[config.mk]
export PLATFORM = sky130hd
export DESIGN_NAME = sec_detect_bank
export DESIGN_NICKNAME = d
export VERILOG_FILES = /design/src/include/sec_detect_pkg.sv /design/src/verilog/sec_detect_bank.sv
export SDC_FILE = /design/constraint.sdc
export NUM_CORES = 1
export LEC_CHECK = 0
export ABC_AREA = 1
export BUFFER_PORTS_ARGS = -buffer_cell sky130_fd_sc_hd__buf_2
export CORE_MARGIN = 2
export CORE_UTILIZATION = 54
export CTS_BUF_LIST = sky130_fd_sc_hd__clkbuf_4 sky130_fd_sc_hd__clkbuf_8 sky130_fd_sc_hd__clkbuf_16
export DETAILED_ROUTE_END_ITERATION = 12
export GPL_TIMING_DRIVEN = 0
export HOLD_SLACK_MARGIN = 0.12
export PLACE_DENSITY = 0.91
export SLEW_MARGIN = 20
export SYNTH_ARGS = -nofsm -noshare
export SYNTH_HDL_FRONTEND = slang
export SYNTH_SLANG_ARGS = --single-unit
[constraint.sdc]
create_clock -name hclk -period 1.9 [get_ports hclk]
set_input_delay 0.38 -clock hclk [delete_from_list [all_inputs] [get_ports hclk]]
set_output_delay 0.38 -clock hclk [all_outputs]
set_load 0.03 [all_outputs]
[src/include/sec_detect_pkg.sv]
// Register map, field positions and carrier types of the secondary-channel and detect bank
package sec_detect_pkg;
   // Register indices; byte address is four times the index
   localparam logic [7:0] IDX_TEST_PATTERN = 8'h02;
   localparam logic [7:0] IDX_LONG_DETECT  = 8'h0c;
   localparam logic [7:0] IDX_SHORT_DETECT = 8'h0d;
   localparam logic [7:0] IDX_SEC_RX_BUF   = 8'h16;
   localparam logic [7:0] IDX_SEC_TX_BUF   = 8'h17;
   localparam logic [7:0] IDX_SEC_CTRL     = 8'h1a;
   localparam logic [7:0] IDX_LOOPBACK     = 8'h30;
   localparam logic [7:0] IDX_PATTERN_STAT = 8'h31;
   localparam logic [7:0] IDX_SYNC_TIMEOUT = 8'ha5;
   localparam logic [7:0] IDX_ERROR_COUNT  = 8'ha7;
   localparam logic [2:0] SIZE_WORD        = 3'h2;

   // Field positions
   localparam int BIT_SEND_PATTERN = 5;
   localparam int BIT_S_SEQ        = 3;
   localparam int BIT_S1           = 5;
   localparam int BIT_SCRAMBLED_ONES_FLAG         = 4;
   localparam int BIT_SEC_EN       = 0;
   localparam int BIT_IN_EMPTY     = 1;
   localparam int BIT_OUT_FULL     = 2;
   localparam int BIT_DET_ENABLE   = 7;
   localparam int BIT_LB_REQ       = 0;
   localparam int BIT_LB_DET_EN    = 4;
   localparam int PRBS_TAP_A       = 8;
   localparam int PRBS_TAP_B       = 4;

   // Values after reset
   localparam logic [7:0] RST_TEST_PATTERN = 8'h00;
   localparam logic [7:0] RST_LOOPBACK     = 8'h00;
   localparam logic [7:0] RST_SYNC_TIMEOUT = 8'h00;
   localparam logic       RST_SEC_EN       = 1'b0;
   localparam logic       RST_IN_EMPTY     = 1'b1;
   localparam logic       RST_OUT_FULL     = 1'b0;
   localparam logic [8:0] RST_PRBS_SEED    = 9'h1ff;

   // Counts
   localparam logic [3:0] SYNC_GOOD_BITS   = 4'h9;
   localparam logic [2:0] BYTE_BITS_LAST   = 3'h7;

   typedef enum logic [1:0] {
      FAM_OTHER  = 2'b00,
      FAM_V22BIS = 2'b01,
      FAM_V32    = 2'b10,
      FAM_V34    = 2'b11
   } modem_family_e;

   typedef enum logic [1:0] {
      TX_IDLE     = 2'b00,
      TX_PATTERN  = 2'b01,
      TX_LOOPBACK = 2'b10
   } tx_source_e;

   typedef struct packed {
      modem_family_e family;
      logic          rate_7200_up;
      logic          sync_mode;
      logic          idle;
      logic          handshake;
      logic          carrier_detect;
      logic          retrain;
   } pump_mode_s;

   typedef struct packed {
      logic s1;
      logic scrambled_ones;
      logic s_seq;
   } hs_detect_s;

   typedef struct packed {
      logic tick;
      logic data;
   } bit_strobe_s;
endpackage

[src/verilog/sec_detect_bank.sv]
// Secondary-channel buffers, handshake detect flags and 511 pattern control behind AHB-Lite
//
// Register access over AHB-Lite was chosen for this implementation.
`timescale 1ns/1ps
module sec_detect_bank
   import sec_detect_pkg::*;
(
   // Clock and reset
   input  wire logic        hclk,
   input  wire logic        hresetn,
   // AHB-Lite slave
   input  wire logic        hsel,
   input  wire logic [31:0] haddr,
   input  wire logic [1:0]  htrans,
   input  wire logic        hwrite,
   input  wire logic [2:0]  hsize,
   input  wire logic [31:0] hwdata,
   input  wire logic        hready,
   output logic             hreadyout,
   output logic             hresp,
   output logic [31:0]      hrdata,
   // Pump state
   input  pump_mode_s       pump_mode,
   input  hs_detect_s       hs_detect,
   // Test pattern bit streams
   input  bit_strobe_s      tx_bit,
   input  bit_strobe_s      rx_bit,
   output tx_source_e       tx_source,
   output logic             pattern_bit,
   output logic [2:0]       loopback_req,
   // Secondary channel
   input  wire logic        sec_tx_take,
   input  wire logic        sec_rx_load,
   input  wire logic [7:0]  sec_rx_data,
   output logic             sec_tx_valid,
   output logic [7:0]       sec_tx_data,
   output logic             sec_active
);

   // Bus phase tracking
   logic        wr_pend_r;
   logic        rd_wait_r;
   logic        map_r;
   logic [7:0]  idx_r;
   logic [31:0] hrdata_r;

   wire        acc_req = hsel && htrans[1] && hready && (hsize == SIZE_WORD);
   wire        map_nxt = (haddr[31:10] == 22'h0) && (haddr[1:0] == 2'h0);
   wire [7:0]  idx_nxt = haddr[9:2];

   function automatic logic wr_at(input logic [7:0] want);
      wr_at = wr_pend_r && map_r && (idx_r == want);
   endfunction

   function automatic logic prbs_fb(input logic [8:0] s);
      prbs_fb = s[PRBS_TAP_A] ^ s[PRBS_TAP_B];
   endfunction

   always_ff @(posedge hclk or negedge hresetn) begin
      if (!hresetn) begin
         wr_pend_r <= 1'b0;
         rd_wait_r <= 1'b0;
         map_r     <= 1'b0;
         idx_r     <= 8'h00;
      end else begin
         wr_pend_r <= acc_req && hwrite;
         rd_wait_r <= acc_req && !hwrite;
         if (acc_req) begin
            map_r <= map_nxt;
            idx_r <= idx_nxt;
         end
      end
   end

   // Software registers
   logic [7:0] test_ctrl_r;
   logic [7:0] loopback_r;
   logic [7:0] sync_timeout_r;
   logic [7:0] tx_buf_r;
   logic [7:0] rx_buf_r;
   logic       sec_en_r;

   always_ff @(posedge hclk or negedge hresetn) begin
      if (!hresetn) begin
         test_ctrl_r    <= RST_TEST_PATTERN;
         loopback_r     <= RST_LOOPBACK;
         sync_timeout_r <= RST_SYNC_TIMEOUT;
         tx_buf_r       <= 8'h00;
         sec_en_r       <= RST_SEC_EN;
      end else begin
         if (wr_at(IDX_TEST_PATTERN))
            test_ctrl_r <= hwdata[7:0];
         if (wr_at(IDX_LOOPBACK))
            loopback_r <= hwdata[7:0];
         if (wr_at(IDX_SYNC_TIMEOUT))
            sync_timeout_r <= hwdata[7:0];
         if (wr_at(IDX_SEC_TX_BUF))
            tx_buf_r <= hwdata[7:0];
         if (wr_at(IDX_SEC_CTRL))
            sec_en_r <= hwdata[BIT_SEC_EN];
      end
   end

   // Handshake detector flags, set and cleared by the pump
   logic s1_r;
   logic scrambled_ones_flag_r;
   logic s_seq_r;

   wire is_v22 = (pump_mode.family == FAM_V22BIS);
   wire is_v3x = (pump_mode.family == FAM_V32) || (pump_mode.family == FAM_V34);

   always_ff @(posedge hclk or negedge hresetn) begin
      if (!hresetn) begin
         s1_r    <= 1'b0;
         scrambled_ones_flag_r  <= 1'b0;
         s_seq_r <= 1'b0;
      end else begin
         s1_r    <= hs_detect.s1 && is_v22;
         scrambled_ones_flag_r  <= hs_detect.scrambled_ones && is_v22;
         s_seq_r <= hs_detect.s_seq && is_v3x;
      end
   end

   // Secondary channel buffers and flags
   logic in_empty_r;
   logic out_full_r;
   logic tx_pending_r;
   logic sec_active_r;

   // Spelled out: a continuous assignment does not see what a function reads beyond its arguments
   wire wr_sec    = wr_pend_r && map_r && (idx_r == IDX_SEC_CTRL);
   wire wr_txb    = wr_pend_r && map_r && (idx_r == IDX_SEC_TX_BUF);
   wire take_ok   = sec_tx_take && tx_pending_r && sec_active_r;
   wire supported = (pump_mode.family == FAM_V34) ||
                    ((pump_mode.family == FAM_V32) && pump_mode.rate_7200_up);
   // Idle, handshake before carrier detect, or a retrain
   wire apply_win = pump_mode.idle || pump_mode.retrain ||
                    (pump_mode.handshake && !pump_mode.carrier_detect);

   // Set wins over the host's write-zero clear
   wire in_empty_nxt   = take_ok ? 1'b1 :
                         (wr_sec && !hwdata[BIT_IN_EMPTY]) ? 1'b0 : in_empty_r;
   wire out_full_nxt   = sec_rx_load ? 1'b1 :
                         (wr_sec && !hwdata[BIT_OUT_FULL]) ? 1'b0 : out_full_r;
   wire tx_pending_nxt = wr_txb ? 1'b1 : (take_ok ? 1'b0 : tx_pending_r);
   wire sec_active_nxt = !supported ? 1'b0 :
                         (apply_win ? sec_en_r : sec_active_r);

   always_ff @(posedge hclk or negedge hresetn) begin
      if (!hresetn) begin
         in_empty_r   <= RST_IN_EMPTY;
         out_full_r   <= RST_OUT_FULL;
         tx_pending_r <= 1'b0;
         sec_active_r <= 1'b0;
         rx_buf_r     <= 8'h00;
      end else begin
         in_empty_r   <= in_empty_nxt;
         out_full_r   <= out_full_nxt;
         tx_pending_r <= tx_pending_nxt;
         sec_active_r <= sec_active_nxt;
         if (sec_rx_load)
            rx_buf_r <= sec_rx_data;
      end
   end

   // 511 pattern transmit source selection
   tx_source_e tx_state_r;
   tx_source_e tx_state_nxt;
   logic [8:0] gen_r;
   logic       pattern_bit_r;

   wire lb_any     = |loopback_r[BIT_LB_REQ +: 3];
   wire pattern_on = test_ctrl_r[BIT_SEND_PATTERN] && pump_mode.sync_mode;

   always_comb begin
      case (tx_state_r)
         TX_IDLE:     tx_state_nxt = pattern_on ? TX_PATTERN : TX_IDLE;
         TX_PATTERN:  tx_state_nxt = !pattern_on ? TX_IDLE :
                                     (lb_any ? TX_LOOPBACK : TX_PATTERN);
         TX_LOOPBACK: tx_state_nxt = lb_any ? TX_LOOPBACK :
                                     (pattern_on ? TX_PATTERN : TX_IDLE);
         default:     tx_state_nxt = TX_IDLE;
      endcase
   end

   always_ff @(posedge hclk or negedge hresetn) begin
      if (!hresetn) begin
         tx_state_r    <= TX_IDLE;
         gen_r         <= RST_PRBS_SEED;
         pattern_bit_r <= 1'b0;
      end else begin
         tx_state_r <= tx_state_nxt;
         // Generator holds its state while paused, so the pattern resumes
         if (tx_state_r == TX_PATTERN && tx_bit.tick) begin
            gen_r         <= {gen_r[7:0], prbs_fb(gen_r)};
            pattern_bit_r <= prbs_fb(gen_r);
         end
      end
   end

   // 511 pattern detector
   logic [8:0]  chk_r;
   logic [3:0]  good_r;
   logic [2:0]  bit_cnt_r;
   logic [6:0]  byte_cnt_r;
   logic        in_sync_r;
   logic        timeout_r;
   logic [15:0] err_cnt_r;

   wire       det_on    = sync_timeout_r[BIT_DET_ENABLE] && pump_mode.sync_mode &&
                          !(|loopback_r[BIT_LB_DET_EN +: 3]);
   wire [6:0] tmo_limit = sync_timeout_r[6:0];
   wire       rx_step   = det_on && rx_bit.tick;
   wire       rx_miss   = rx_bit.data != prbs_fb(chk_r);
   wire       byte_done = rx_step && (bit_cnt_r == BYTE_BITS_LAST);

   always_ff @(posedge hclk or negedge hresetn) begin
      if (!hresetn) begin
         chk_r      <= 9'h000;
         good_r     <= 4'h0;
         bit_cnt_r  <= 3'h0;
         byte_cnt_r <= 7'h00;
         in_sync_r  <= 1'b0;
         timeout_r  <= 1'b0;
      end else if (!det_on) begin
         good_r     <= 4'h0;
         bit_cnt_r  <= 3'h0;
         byte_cnt_r <= 7'h00;
         in_sync_r  <= 1'b0;
         timeout_r  <= 1'b0;
      end else if (rx_step) begin
         chk_r     <= {chk_r[7:0], rx_bit.data};
         bit_cnt_r <= bit_cnt_r + 3'h1;
         if (!in_sync_r) begin
            good_r <= rx_miss ? 4'h0 : good_r + 4'h1;
            if (!rx_miss && good_r == SYNC_GOOD_BITS - 4'h1)
               in_sync_r <= 1'b1;
         end
         // Timeout counted in whole byte times while unsynchronised
         if (byte_done && !in_sync_r && !timeout_r) begin
            if (byte_cnt_r == tmo_limit)
               timeout_r <= 1'b1;
            else
               byte_cnt_r <= byte_cnt_r + 7'h01;
         end
      end
   end

   // Error count restarts when a new timeout setting is written
   always_ff @(posedge hclk or negedge hresetn) begin
      if (!hresetn)
         err_cnt_r <= 16'h0000;
      else if (wr_at(IDX_SYNC_TIMEOUT))
         err_cnt_r <= 16'h0000;
      else if (rx_step && in_sync_r && rx_miss && err_cnt_r != 16'hffff)
         err_cnt_r <= err_cnt_r + 16'h0001;
   end

   // Read data selection
   wire [7:0]  long_stat  = 8'(s_seq_r) << BIT_S_SEQ;
   wire [7:0]  short_stat = (8'(s1_r) << BIT_S1) | (8'(scrambled_ones_flag_r) << BIT_SCRAMBLED_ONES_FLAG);
   wire [7:0]  sec_stat   = (8'(sec_en_r) << BIT_SEC_EN) | (8'(in_empty_r) << BIT_IN_EMPTY) |
                            (8'(out_full_r) << BIT_OUT_FULL);
   wire [7:0]  patt_stat  = {5'h00, sec_active_r, timeout_r, in_sync_r};
   wire [15:0] rd_byte    = (idx_r == IDX_TEST_PATTERN) ? {8'h00, test_ctrl_r}    :
                            (idx_r == IDX_LONG_DETECT)  ? {8'h00, long_stat}      :
                            (idx_r == IDX_SHORT_DETECT) ? {8'h00, short_stat}     :
                            (idx_r == IDX_SEC_RX_BUF)   ? {8'h00, rx_buf_r}       :
                            (idx_r == IDX_SEC_TX_BUF)   ? {8'h00, tx_buf_r}       :
                            (idx_r == IDX_SEC_CTRL)     ? {8'h00, sec_stat}       :
                            (idx_r == IDX_LOOPBACK)     ? {8'h00, loopback_r}     :
                            (idx_r == IDX_PATTERN_STAT) ? {8'h00, patt_stat}      :
                            (idx_r == IDX_SYNC_TIMEOUT) ? {8'h00, sync_timeout_r} :
                            (idx_r == IDX_ERROR_COUNT)  ? err_cnt_r               : 16'h0000;
   wire [31:0] rd_data    = map_r ? {16'h0000, rd_byte} : 32'h0000_0000;

   always_ff @(posedge hclk or negedge hresetn) begin
      if (!hresetn)
         hrdata_r <= 32'h0000_0000;
      else if (rd_wait_r)
         hrdata_r <= rd_data;
   end

   // Outputs
   assign hreadyout    = !rd_wait_r;
   assign hresp        = 1'b0;
   assign hrdata       = hrdata_r;
   assign tx_source    = tx_state_r;
   assign pattern_bit  = pattern_bit_r;
   assign loopback_req = loopback_r[BIT_LB_REQ +: 3];
   assign sec_tx_valid = tx_pending_r && sec_active_r;
   assign sec_tx_data  = tx_buf_r;
   assign sec_active   = sec_active_r;
endmodule

== Word-level counts from Yosys, hierarchy flattened ==
Cells that the tools add are included.

* Output and inout bits: 50
* Logic and storage cells: 168
* Bits in registers: 144
* Input port bits: 99

* Eq/ne operators: 27
* Reduce and logical (&&, ||, !) cells: 60
* Bitwise gates (word level): 5
* Muxes and demuxes: 44
* $add $sub $neg: 4

{| class="wikitable"
|+ Operator list
! cell !! count
|-
| $mux 16 || 13
|-
| $logic_and 1x1->1 || 34
|-
| $mux 7 || 4
|-
| $eq 8x5->1 const B || 3
|-
| $logic_not 22->1 || 1
|-
| $mux 1 || 17
|-
| $add 16x1->16 const B || 1
|-
| $eq 8x4->1 const B || 2
|-
| $eq 8x6->1 const B || 2
|-
| $eq 8x8->1 const B || 2
|-
| $mux 4 || 4
|-
| $ne 16x16->1 const B || 1
|-
| $logic_not 1->1 || 9
|-
| $eq 8x2->1 const B || 1
|-
| $ne 2x1->1 const B || 4
|-
| $reduce_bool 2->1 || 4
|-
| $add 7x1->7 const B || 1
|-
| $eq 7x7->1 || 1
|-
| $eq 2x2->1 const B || 3
|-
| $mux 2 || 3
|-
| $mux 3 || 2
|-
| $or 6x5->6 || 1
|-
| $pmux 2 s3 || 1
|-
| $reduce_and 3->1 || 2
|-
| other kinds (15) || 24
|}

== Logic depth before layout (Yosys ltp) ==
Gate-level depths: netlist of run 1.

* Depth after elaboration: 12
* Depth in mapped cells: 13
* Gate-level depth less buffers: 13

== Least setup slack after synthesis of run 1 ==
OpenSTA, ideal clock, no wires.

* Path kind: flip-flop to flip-flop
* Start point: reg err_cnt_r[0]
* End point: reg err_cnt_r[10]
* Setup time: 117 ps
* Path buffers: 1
* Setup slack: 357 ps
* Cell stages (with the launch flop): 10
* Required time: 1,783 ps
* Data arrival time: 1,426 ps
* Clock period less this slack: 1,543 ps
* Cell sequence: dfrtp_1 ha_1 inv_1 nor3_2 nand4_1 nand2_4 nand2_4 buf_6 nand2_1 nand2_1

* Word-level cells in the longest chain between the ends: 3
* Elaborated cells on any way between the ends: 6
* Those cells by class: add/sub (1); eq/ne (1); mux (2); reduce/logical (2)

{| class="wikitable"
|+ Ends and longest elaborated chain
! element !! RTL line !! text
|-
| start: declaration || sec_detect_bank.sv:208 || <nowiki>logic [15:0] err_cnt_r;</nowiki>
|-
| start signal: assignment || sec_detect_bank.sv:256 || <nowiki>err_cnt_r <= err_cnt_r + 16'h0001;</nowiki>
|-
| $add 16x1->16 / $ne 16x16->1 (equally long branches) || sec_detect_bank.sv:256, sec_detect_bank.sv:255 ||
|-
| $mux 16 / $logic_and 1x1->1 (equally long branches) || sec_detect_bank.sv:255 || <nowiki>else if (rx_step && in_sync_r && rx_miss && err_cnt_r != 16'hffff)</nowiki>
|-
| $mux 16 / $reduce_bool 2->1 (equally long branches) || -- ||
|}

Several ways; a longest one is shown, not always the timed one. The select of a mux whose other input is x is not followed.
A chain may end at the register's enable or synchronous reset.

== Final worst setup path of run 1 ==
* Start point: reg sync_timeout_r[7]
* End point: reg err_cnt_r[7]

* Word-level cells in the longest chain between the ends: 7

{| class="wikitable"
|+ Ends and longest elaborated chain
! element !! RTL line !! text
|-
| start: declaration || sec_detect_bank.sv:78 || <nowiki>logic [7:0] sync_timeout_r;</nowiki>
|-
| start signal: assignment || sec_detect_bank.sv:96 || <nowiki>sync_timeout_r <= hwdata[7:0];</nowiki>
|-
| $logic_and 1x1->1 (2 in a row) || sec_detect_bank.sv:210 || <nowiki>wire det_on = sync_timeout_r[BIT_DET_ENABLE] && pump_mode.sync_mode &&</nowiki>
|-
| $logic_and 1x1->1 || sec_detect_bank.sv:213 || <nowiki>wire rx_step = det_on && rx_bit.tick;</nowiki>
|-
| $logic_and 1x1->1 (3 in a row) || sec_detect_bank.sv:255 ||
|-
| $reduce_bool 2->1 (no source line) || -- ||
|}

Every way passes these cells.

==> run_results.csv, run 1 <==
group,metric,value,unit
critical_path,cp-end-kind,"flop",
critical_path,r2r_slack,0.08,ns
final_layout,mostFrequentLayoutCell,"nand2_1",
critical_path,r2r_cells,10,
sta,slew_headroom,64.8,%
critical_path,cp-start-kind,"flop",
clock_tree,cts_buffer_depth,2,
floorplanning,die_w,113,µm
run_status,status,"completed",
sta,skew,0.00770,ns
sta,max_freq,0.551,GHz
power,leakage,4.14,nW
final_layout,num_antenna_cells,0,
synthesis,syn_area_per_cell,8.26,µm²
run,cap_violations,0,
critical_path,worst_ep_required_time,2.20,ns
critical_path,r2r_start,"sync_timeout_r[7]",
sta,fin_crit_sh,95.6,%
critical_path,rr_endpoint,"err_cnt_r[7]",
final_layout,seq_area,0.00322,mm²
detailed_routing,viasPerCell,5.47,
final_layout,final_nets,1042,
sta,finalSetupViolCount,0,
sta,finalMaxSlewViolations,0,
synthesis,ys_warn_count,0,
clock_tree,cts_tree,"yes",
sta,period_minus_slack,1.82,ns
power,p_per_area,856,mW/mm²
hold_path,min_path_cells,2,
global_routing,antenna_found_initial,0,
detailed_routing,drc_errors,0,
synthesis,synthDistinctLibCells,43,
floorplanning,ioPinCount,149,
floorplanning,initial_core_util,55.8,%
floorplanning,rows,39,
detailed_routing,via_count,5965,
clock_tree,cts_max_level,4,
power,finalPower,6.82,mW
floorplanning,core_area,0.0116,mm²
final_layout,multi_input_area,0.00279,mm²
synthesis,syn_inst,781,
clock_tree,clk_root_buffer_cell,"clkbuf_16",
place,place.gp.congestion,0.934,
hold_path,hp-class,"input port to flop",
final_layout,syn2layout_area_growth,23.3,%
detailed_routing,wl,16.6,mm
global_routing,gr-total-overflow,0,
critical_path,crit_fanout,10,
global_routing,grt.total_usage,26.0,%
critical_path,worstPathArrival,2.11,ns
global_routing,grt_pass1_wl,26.3,mm
final_layout,nFillCells,850,
sta,hold_violations,0,
synthesis,synth_enable_flop_cells,0,
final_layout,drive_above_1_share,25.1,%
clock_tree,path_clk_slew,0.05,ns
clock_tree,clkLatencyLatePin,0.42,ns
critical_path,worstSetupPathType,"flop to flop",
global_routing,grt_max_degree,76,
global_routing,first_global_vias,5512,
synthesis,synth_seq_area_share,49.8,%
detailed_routing,wl_per_cell,15.2,µm
synthesis,ys.flop_type,"dfrtp_1",
place,place_hpwl,11.5,mm
hold_path,whs_endpoint,"rd_wait_r",
detailed_routing,final_antenna_net_count,0,
clock_tree,clock_sinks,128,
synthesis,ys_ff_latch,128,
floorplanning,die_area,0.0128,mm²
final_layout,mostFrequentLayoutCells,"227 x nand2_1, 118 x dfrtp_1, 111 x buf_2",
synthesis,async_flop_share,100,%
synthesis,synth_area,0.00645,mm²
hold_path,hp-start,"hwrite",
detailed_routing,first_iter_violations,728,
detailed_routing,drtPass1Iterations,6,
power,vdd_drop_max,0.580,mV
place,port-buffer-count,105,
floorplanning,chipHeight,113,µm
sta,tightest_slew,0.528,ns
sta,setup-tns-final,0,ns
clock_tree,cts_buffers,17,
==> flip-flops by register name (all words and copies together) (netlist names), 2 cells and up <==
signal          cells
gen_r               9
bit_cnt_r           3
err_cnt_r          16
sync_timeout_r      8
tx_source           2
rx_buf_r            8
byte_cnt_r          7
idx_r               8
loopback_r          8
good_r              4
test_ctrl_r         8
hrdata             16
chk_r               9
sec_tx_data         8
==> report_power, final <==
part	internal [mW]	total, mW	leakage, nW	switching [mW]
Sequential	2.94	3.07	1.53	0.129
Clock	1.82	2.97	0.276	1.15
Combinational	0.262	0.770	2.34	0.508
Total	5.03	6.82	4.14	1.79
==> layer usage <==
metal  vias up  track usage, %  wire [µm]
met5         -               0          0
met4         0            8.78        422
met3        49            7.23       1510
met2       351            42.2       8020
met1      2747            33.9       6660
li1       2818               -          -
==> what timing repair did <==
action,in CTS,in global routing
endpoints found under the setup margin,1,36
hold endpoints to repair,53,0
gates cloned,0,1
pin swaps,0,8
buffers inserted,0,14
hold buffers,1,0
resized for setup,1,16
==> logic make-up after synthesis <==
family	after synthesis	synth area share [%]
and+or+nand+nor	384	26.8
DFF	128	49.8
buffers and inverters	123	8.68
AOI/OAI and AO/OA	107	8.82
xor gates and xnor gates	25	3.39
muxes	7	1.22
adders and majority gates	6	1.16
other	1	0.0581
==> worst max path at each step <==
| stage | startpoint | end | slack (ns) | cells after the start |
|---|---|---|---|---|
| 2_1_floorplan | err_cnt_r[0] | err_cnt_r[10] | 0.36 | 9 |
| 3_3_place_gp | hresetn | scrambled_ones_flag_r | -1.15 | 1 |
| 3_5_place_dp | pump_mode[4] | err_cnt_r[5] | -0.03 | 11 |
| 4_1_cts | idx_r[3] | test_ctrl_r[2] | 0.007 | 6 |
| 5_1_grt | idx_r[7] | hrdata[2] | -0.04 | 13 |
| 6_report | sync_timeout_r[7] | err_cnt_r[7] | 0.08 | 10 |
==> through the flow <==
| step | cell area [µm²] | instances | setup WS, ns | util [%] | hold slack, ns |
|---|---|---|---|---|---|
| finish | 7960 | 1091 | 0.0835 | 68.8 | 0.129 |
| global route | 7960 | 1091 | -0.0409 | 68.8 | 0.141 |
| CTS | 7800 | 1076 | 0.00740 | 67.4 | 0.125 |
| detailed placement | 7250 | 1046 | -0.0312 | 62.7 | 0.371 |
| global placement | 7220 | 1045 | -1.15 | 62.4 | 0.447 |
| floorplan | 6520 | 797 | 0.357 | - | 0.0844 |
==> cell type report <==
class	count	share of cell area, %
clock buffers	24	6.32
plain buffers	32	2.75
clock inverters	6	0.424
flip-flops and latches	128	40.4
inverters	90	4.29
multi-input cells	547	35.0
repair buffers	121	8.52
well taps	143	2.25
==> critical path, cell delays in order (launching register included) <==
cell,delay [ns]
dfrtp_1,0.34
nand2_1,0.09
nor2_2,0.13
nand3_4,0.14
inv_2,0.11
nand2_4,0.08
nor3_4,0.29
nand2_4,0.14
nand2_4,0.13
buf_6,0.15
o21ai_1,0.07
==> cells in the mapped netlist (all sizes together) (2+ instances only) <==
| library cell | instances | area [µm²] |
|---|---|---|
| a21oi | 9 | 45.0 |
| and3 | 2 | 12.5 |
| buf | 29 | 208 |
| clkbuf | 4 | 15.0 |
| clkinv | 3 | 11.3 |
| dfrtp | 118 | 2950 |
| dfstp | 10 | 263 |
| ha | 6 | 75.1 |
| inv | 87 | 327 |
| mux2 | 7 | 78.8 |
| nand2 | 240 | 936 |
| nand3 | 51 | 268 |
| nand3b | 5 | 37.5 |
| nand4 | 11 | 68.8 |
| nor2 | 42 | 183 |
| nor3 | 20 | 144 |
| nor3b | 2 | 15.0 |
| nor4 | 9 | 56.3 |
| o21ai | 84 | 420 |
| o22ai | 5 | 31.3 |
| o31ai | 2 | 15.0 |
| or2 | 2 | 12.5 |
| xnor2 | 5 | 43.8 |
| xor2 | 20 | 175 |
Note: power is estimated with default switching activity, not from simulation.
==> run 2: changes to the inputs <==
--- a/config.mk
+++ b/config.mk
@@ -7,13 +7,14 @@
 export LEC_CHECK = 0
 export ABC_AREA = 1
 export BUFFER_PORTS_ARGS = -buffer_cell sky130_fd_sc_hd__buf_2
+export CAP_MARGIN = 30
 export CORE_MARGIN = 2
-export CORE_UTILIZATION = 54
+export CORE_UTILIZATION = 59
 export CTS_BUF_LIST = sky130_fd_sc_hd__clkbuf_4 sky130_fd_sc_hd__clkbuf_8 sky130_fd_sc_hd__clkbuf_16
 export DETAILED_ROUTE_END_ITERATION = 12
 export GPL_TIMING_DRIVEN = 0
 export HOLD_SLACK_MARGIN = 0.12
-export PLACE_DENSITY = 0.91
+export PLACE_DENSITY = 0.95
 export SLEW_MARGIN = 20
 export SYNTH_ARGS = -nofsm -noshare
 export SYNTH_HDL_FRONTEND = slang
==> constraint.sdc (replaced) <==
create_clock -name hclk -period 2.2 [get_ports hclk]
set_input_delay 0.44 -clock hclk [delete_from_list [all_inputs] [get_ports hclk]]
set_output_delay 0.44 -clock hclk [all_outputs]
set_load 0.03 [all_outputs]
==> run 2 against run 1 <==
Net effect: total power fell by 8.6%; final cell count fell by 0.27%; via count fell by 0.54%; clock-buffer cell count rose by 2; design area rose by 0.71%; worst hold slack barely moved; die area fell by 8.2%; combinational power fell by 14%; sequential share of layout area fell by 0.28 points; clock skew rose by 0.0072 ns; first-iteration DRC count fell by 32%; clock power fell by 2%.
==> run_results.csv, run 2 (synthesis gave the netlist of run 1 again) <==
group,metric,value,unit
final_layout,drive_above_1_share,22.5,%
detailed_routing,via_count,5933,
sta,rsz0062_at_grt,"false",
clock_tree,cts_buffers,17,
sta,finalSetupViolCount,0,
global_routing,grt_pass1_wl,27.0,mm
place,postPlaceCellArea,0.00725,mm²
final_layout,final_util,74.6,%
hold_path,hp-start,"haddr[9]",
detailed_routing,viasPerCell,5.45,
sta,max_freq,0.491,GHz
power,vdd_drop_max,0.576,mV
sta,tightest_slew,0.500,ns
sta,fin_crit_sh,92.5,%
floorplanning,initial_core_util,60.1,%
global_routing,gr-total-overflow,0,
floorplanning,die_w,109,µm
sta,finalMaxSlewViolations,0,
critical_path,crit_fanout,17,
final_layout,multi_input_area,0.00274,mm²
hold_path,whs_endpoint,"idx_r[7]",
detailed_routing,final_antenna_net_count,0,
global_routing,grt_max_degree,81,
sta,hold_violations,0,
place,place_hpwl,11.2,mm
sta,worst_slack,0.165,ns
place,port-buffer-count,105,
global_routing,antenna_found_initial,0,
global_routing,first_global_vias,5751,
sta,slew_headroom,66.4,%
clock_tree,path_clk_slew,0.06,ns
sta,setup-tns-final,0,ns
critical_path,worst_ep_required_time,1.76,ns
clock_tree,cts_tree,"yes",
clock_tree,cts_max_level,4,
power,p_per_area,777,mW/mm²
clock_tree,clkLatencyLatePin,0.55,ns
global_routing,grt.total_usage,30.1,%
floorplanning,die_area,0.0118,mm²
hold_path,hp-class,"input port to flop",
final_layout,nFillCells,758,
final_layout,final_cells,1088,
detailed_routing,wl_per_cell,15.3,µm
floorplanning,rows,38,
critical_path,r2r_start,"idx_r[3]",
final_layout,num_antenna_cells,0,
place,place.gp.congestion,0.937,
sta,period_minus_slack,2.04,ns
detailed_routing,first_iter_violations,493,
final_layout,syn2layout_area_growth,24.2,%
place,post-place-ws,0.250,ns
critical_path,worstSetupPathType,"flop to output pin",
final_layout,final_nets,1041,
clock_tree,clk_root_buffer_cell,"clkbuf_8",
floorplanning,core_area,0.0107,mm²
critical_path,worstPathArrival,1.60,ns
critical_path,r2r_slack,0.24,ns
detailed_routing,wl,16.7,mm
clock_tree,clock_sinks,128,
place,dpl.cell_count,1043,
run,cap_violations,0,
critical_path,cp-start-kind,"flop",
final_layout,mostFrequentLayoutCell,"nand2_1",
final_layout,final_cell_area,0.00802,mm²
floorplanning,chipHeight,109,µm
detailed_routing,drc_errors,0,
detailed_routing,drtPass1Iterations,6,
final_layout,seq_area,0.00322,mm²
hold_path,min_path_cells,3,
clock_tree,cts_buffer_depth,2,
critical_path,rr_endpoint,"hrdata[1]",
final_layout,mostFrequentLayoutCells,"232 x nand2_1, 118 x dfrtp_1, 111 x buf_2",
power,leakage,4.14,nW
floorplanning,ioPinCount,149,
run_status,status,"completed",
critical_path,cp-end-kind,"output pin",
sta,skew,0.0149,ns
critical_path,r2r_cells,13,
run 2: layer usage:
layer  vias to the layer above  wire length, µm  part of all wire (%)  global-route usage, %
li1                       2810                -                     -                      -
met1                      2750             6630                    40                   37.8
met2                       327             8110                    49                   48.8
met3                        46             1460                   8.8                   8.14
met4                         0              460                   2.8                   13.8
met5                         -                0                     0                      0
run 2: cell type report:
cell class	instances	area share [%]
plain buffers	32	2.73
clock buffers	26	6.40
clock inverters	5	1.28
inverters	90	4.26
multi-input cells	546	34.2
flip-flops and latches	128	40.1
well taps	140	2.19
repair buffers	121	8.85
run 2: worst max-delay path: stages, from the launching register on:
cell and delay, ns:
dfrtp_1 0.46, clkinvlp_4 0.31, buf_2 0.27
run 2: how the worst max path moves through the flow:
| stage | to | depth (start not counted) | slack (ns) | startpoint |
|---|---|---|---|---|
| 6_report | hreadyout | 2 | 0.16 | rd_wait_r |
| 5_1_grt | hrdata[2] | 12 | 0.08 | idx_r[0] |
| 4_1_cts | hreadyout | 2 | 0.05 | rd_wait_r |
| 3_5_place_dp | err_cnt_r[6] | 11 | 0.25 | pump_mode[4] |
| 3_3_place_gp | pattern_bit | 1 | -0.87 | hresetn |
| 2_1_floorplan | err_cnt_r[10] | 9 | 0.66 | err_cnt_r[0] |
run 2: power breakdown:
| group | total, mW | internal [mW] | switching, mW |
|---|---|---|---|
| registers | 2.65 | 2.54 | 0.112 |
| clock network | 2.92 | 1.92 | 0.996 |
| logic | 0.661 | 0.226 | 0.435 |
run 2: repair_timing:
| item | in CTS | in global routing |
|---|---|---|
| hold buffers | 15 | 0 |
| buffers inserted | 0 | 0 |
| gates resized for setup | 0 | 1 |
| setup endpoints to repair | 1 | 1 |
| endpoints found under the hold margin | 60 | 0 |
run 2: metrics by stage:
stage | hold WS, ns | power (mW)
floorplan | 0.144 | 3.07
global placement | 0.447 | 3.27
detailed placement | 0.400 | 3.31
CTS | 0.128 | 6.23
global route | 0.130 | 6.43
finish | 0.129 | 6.23
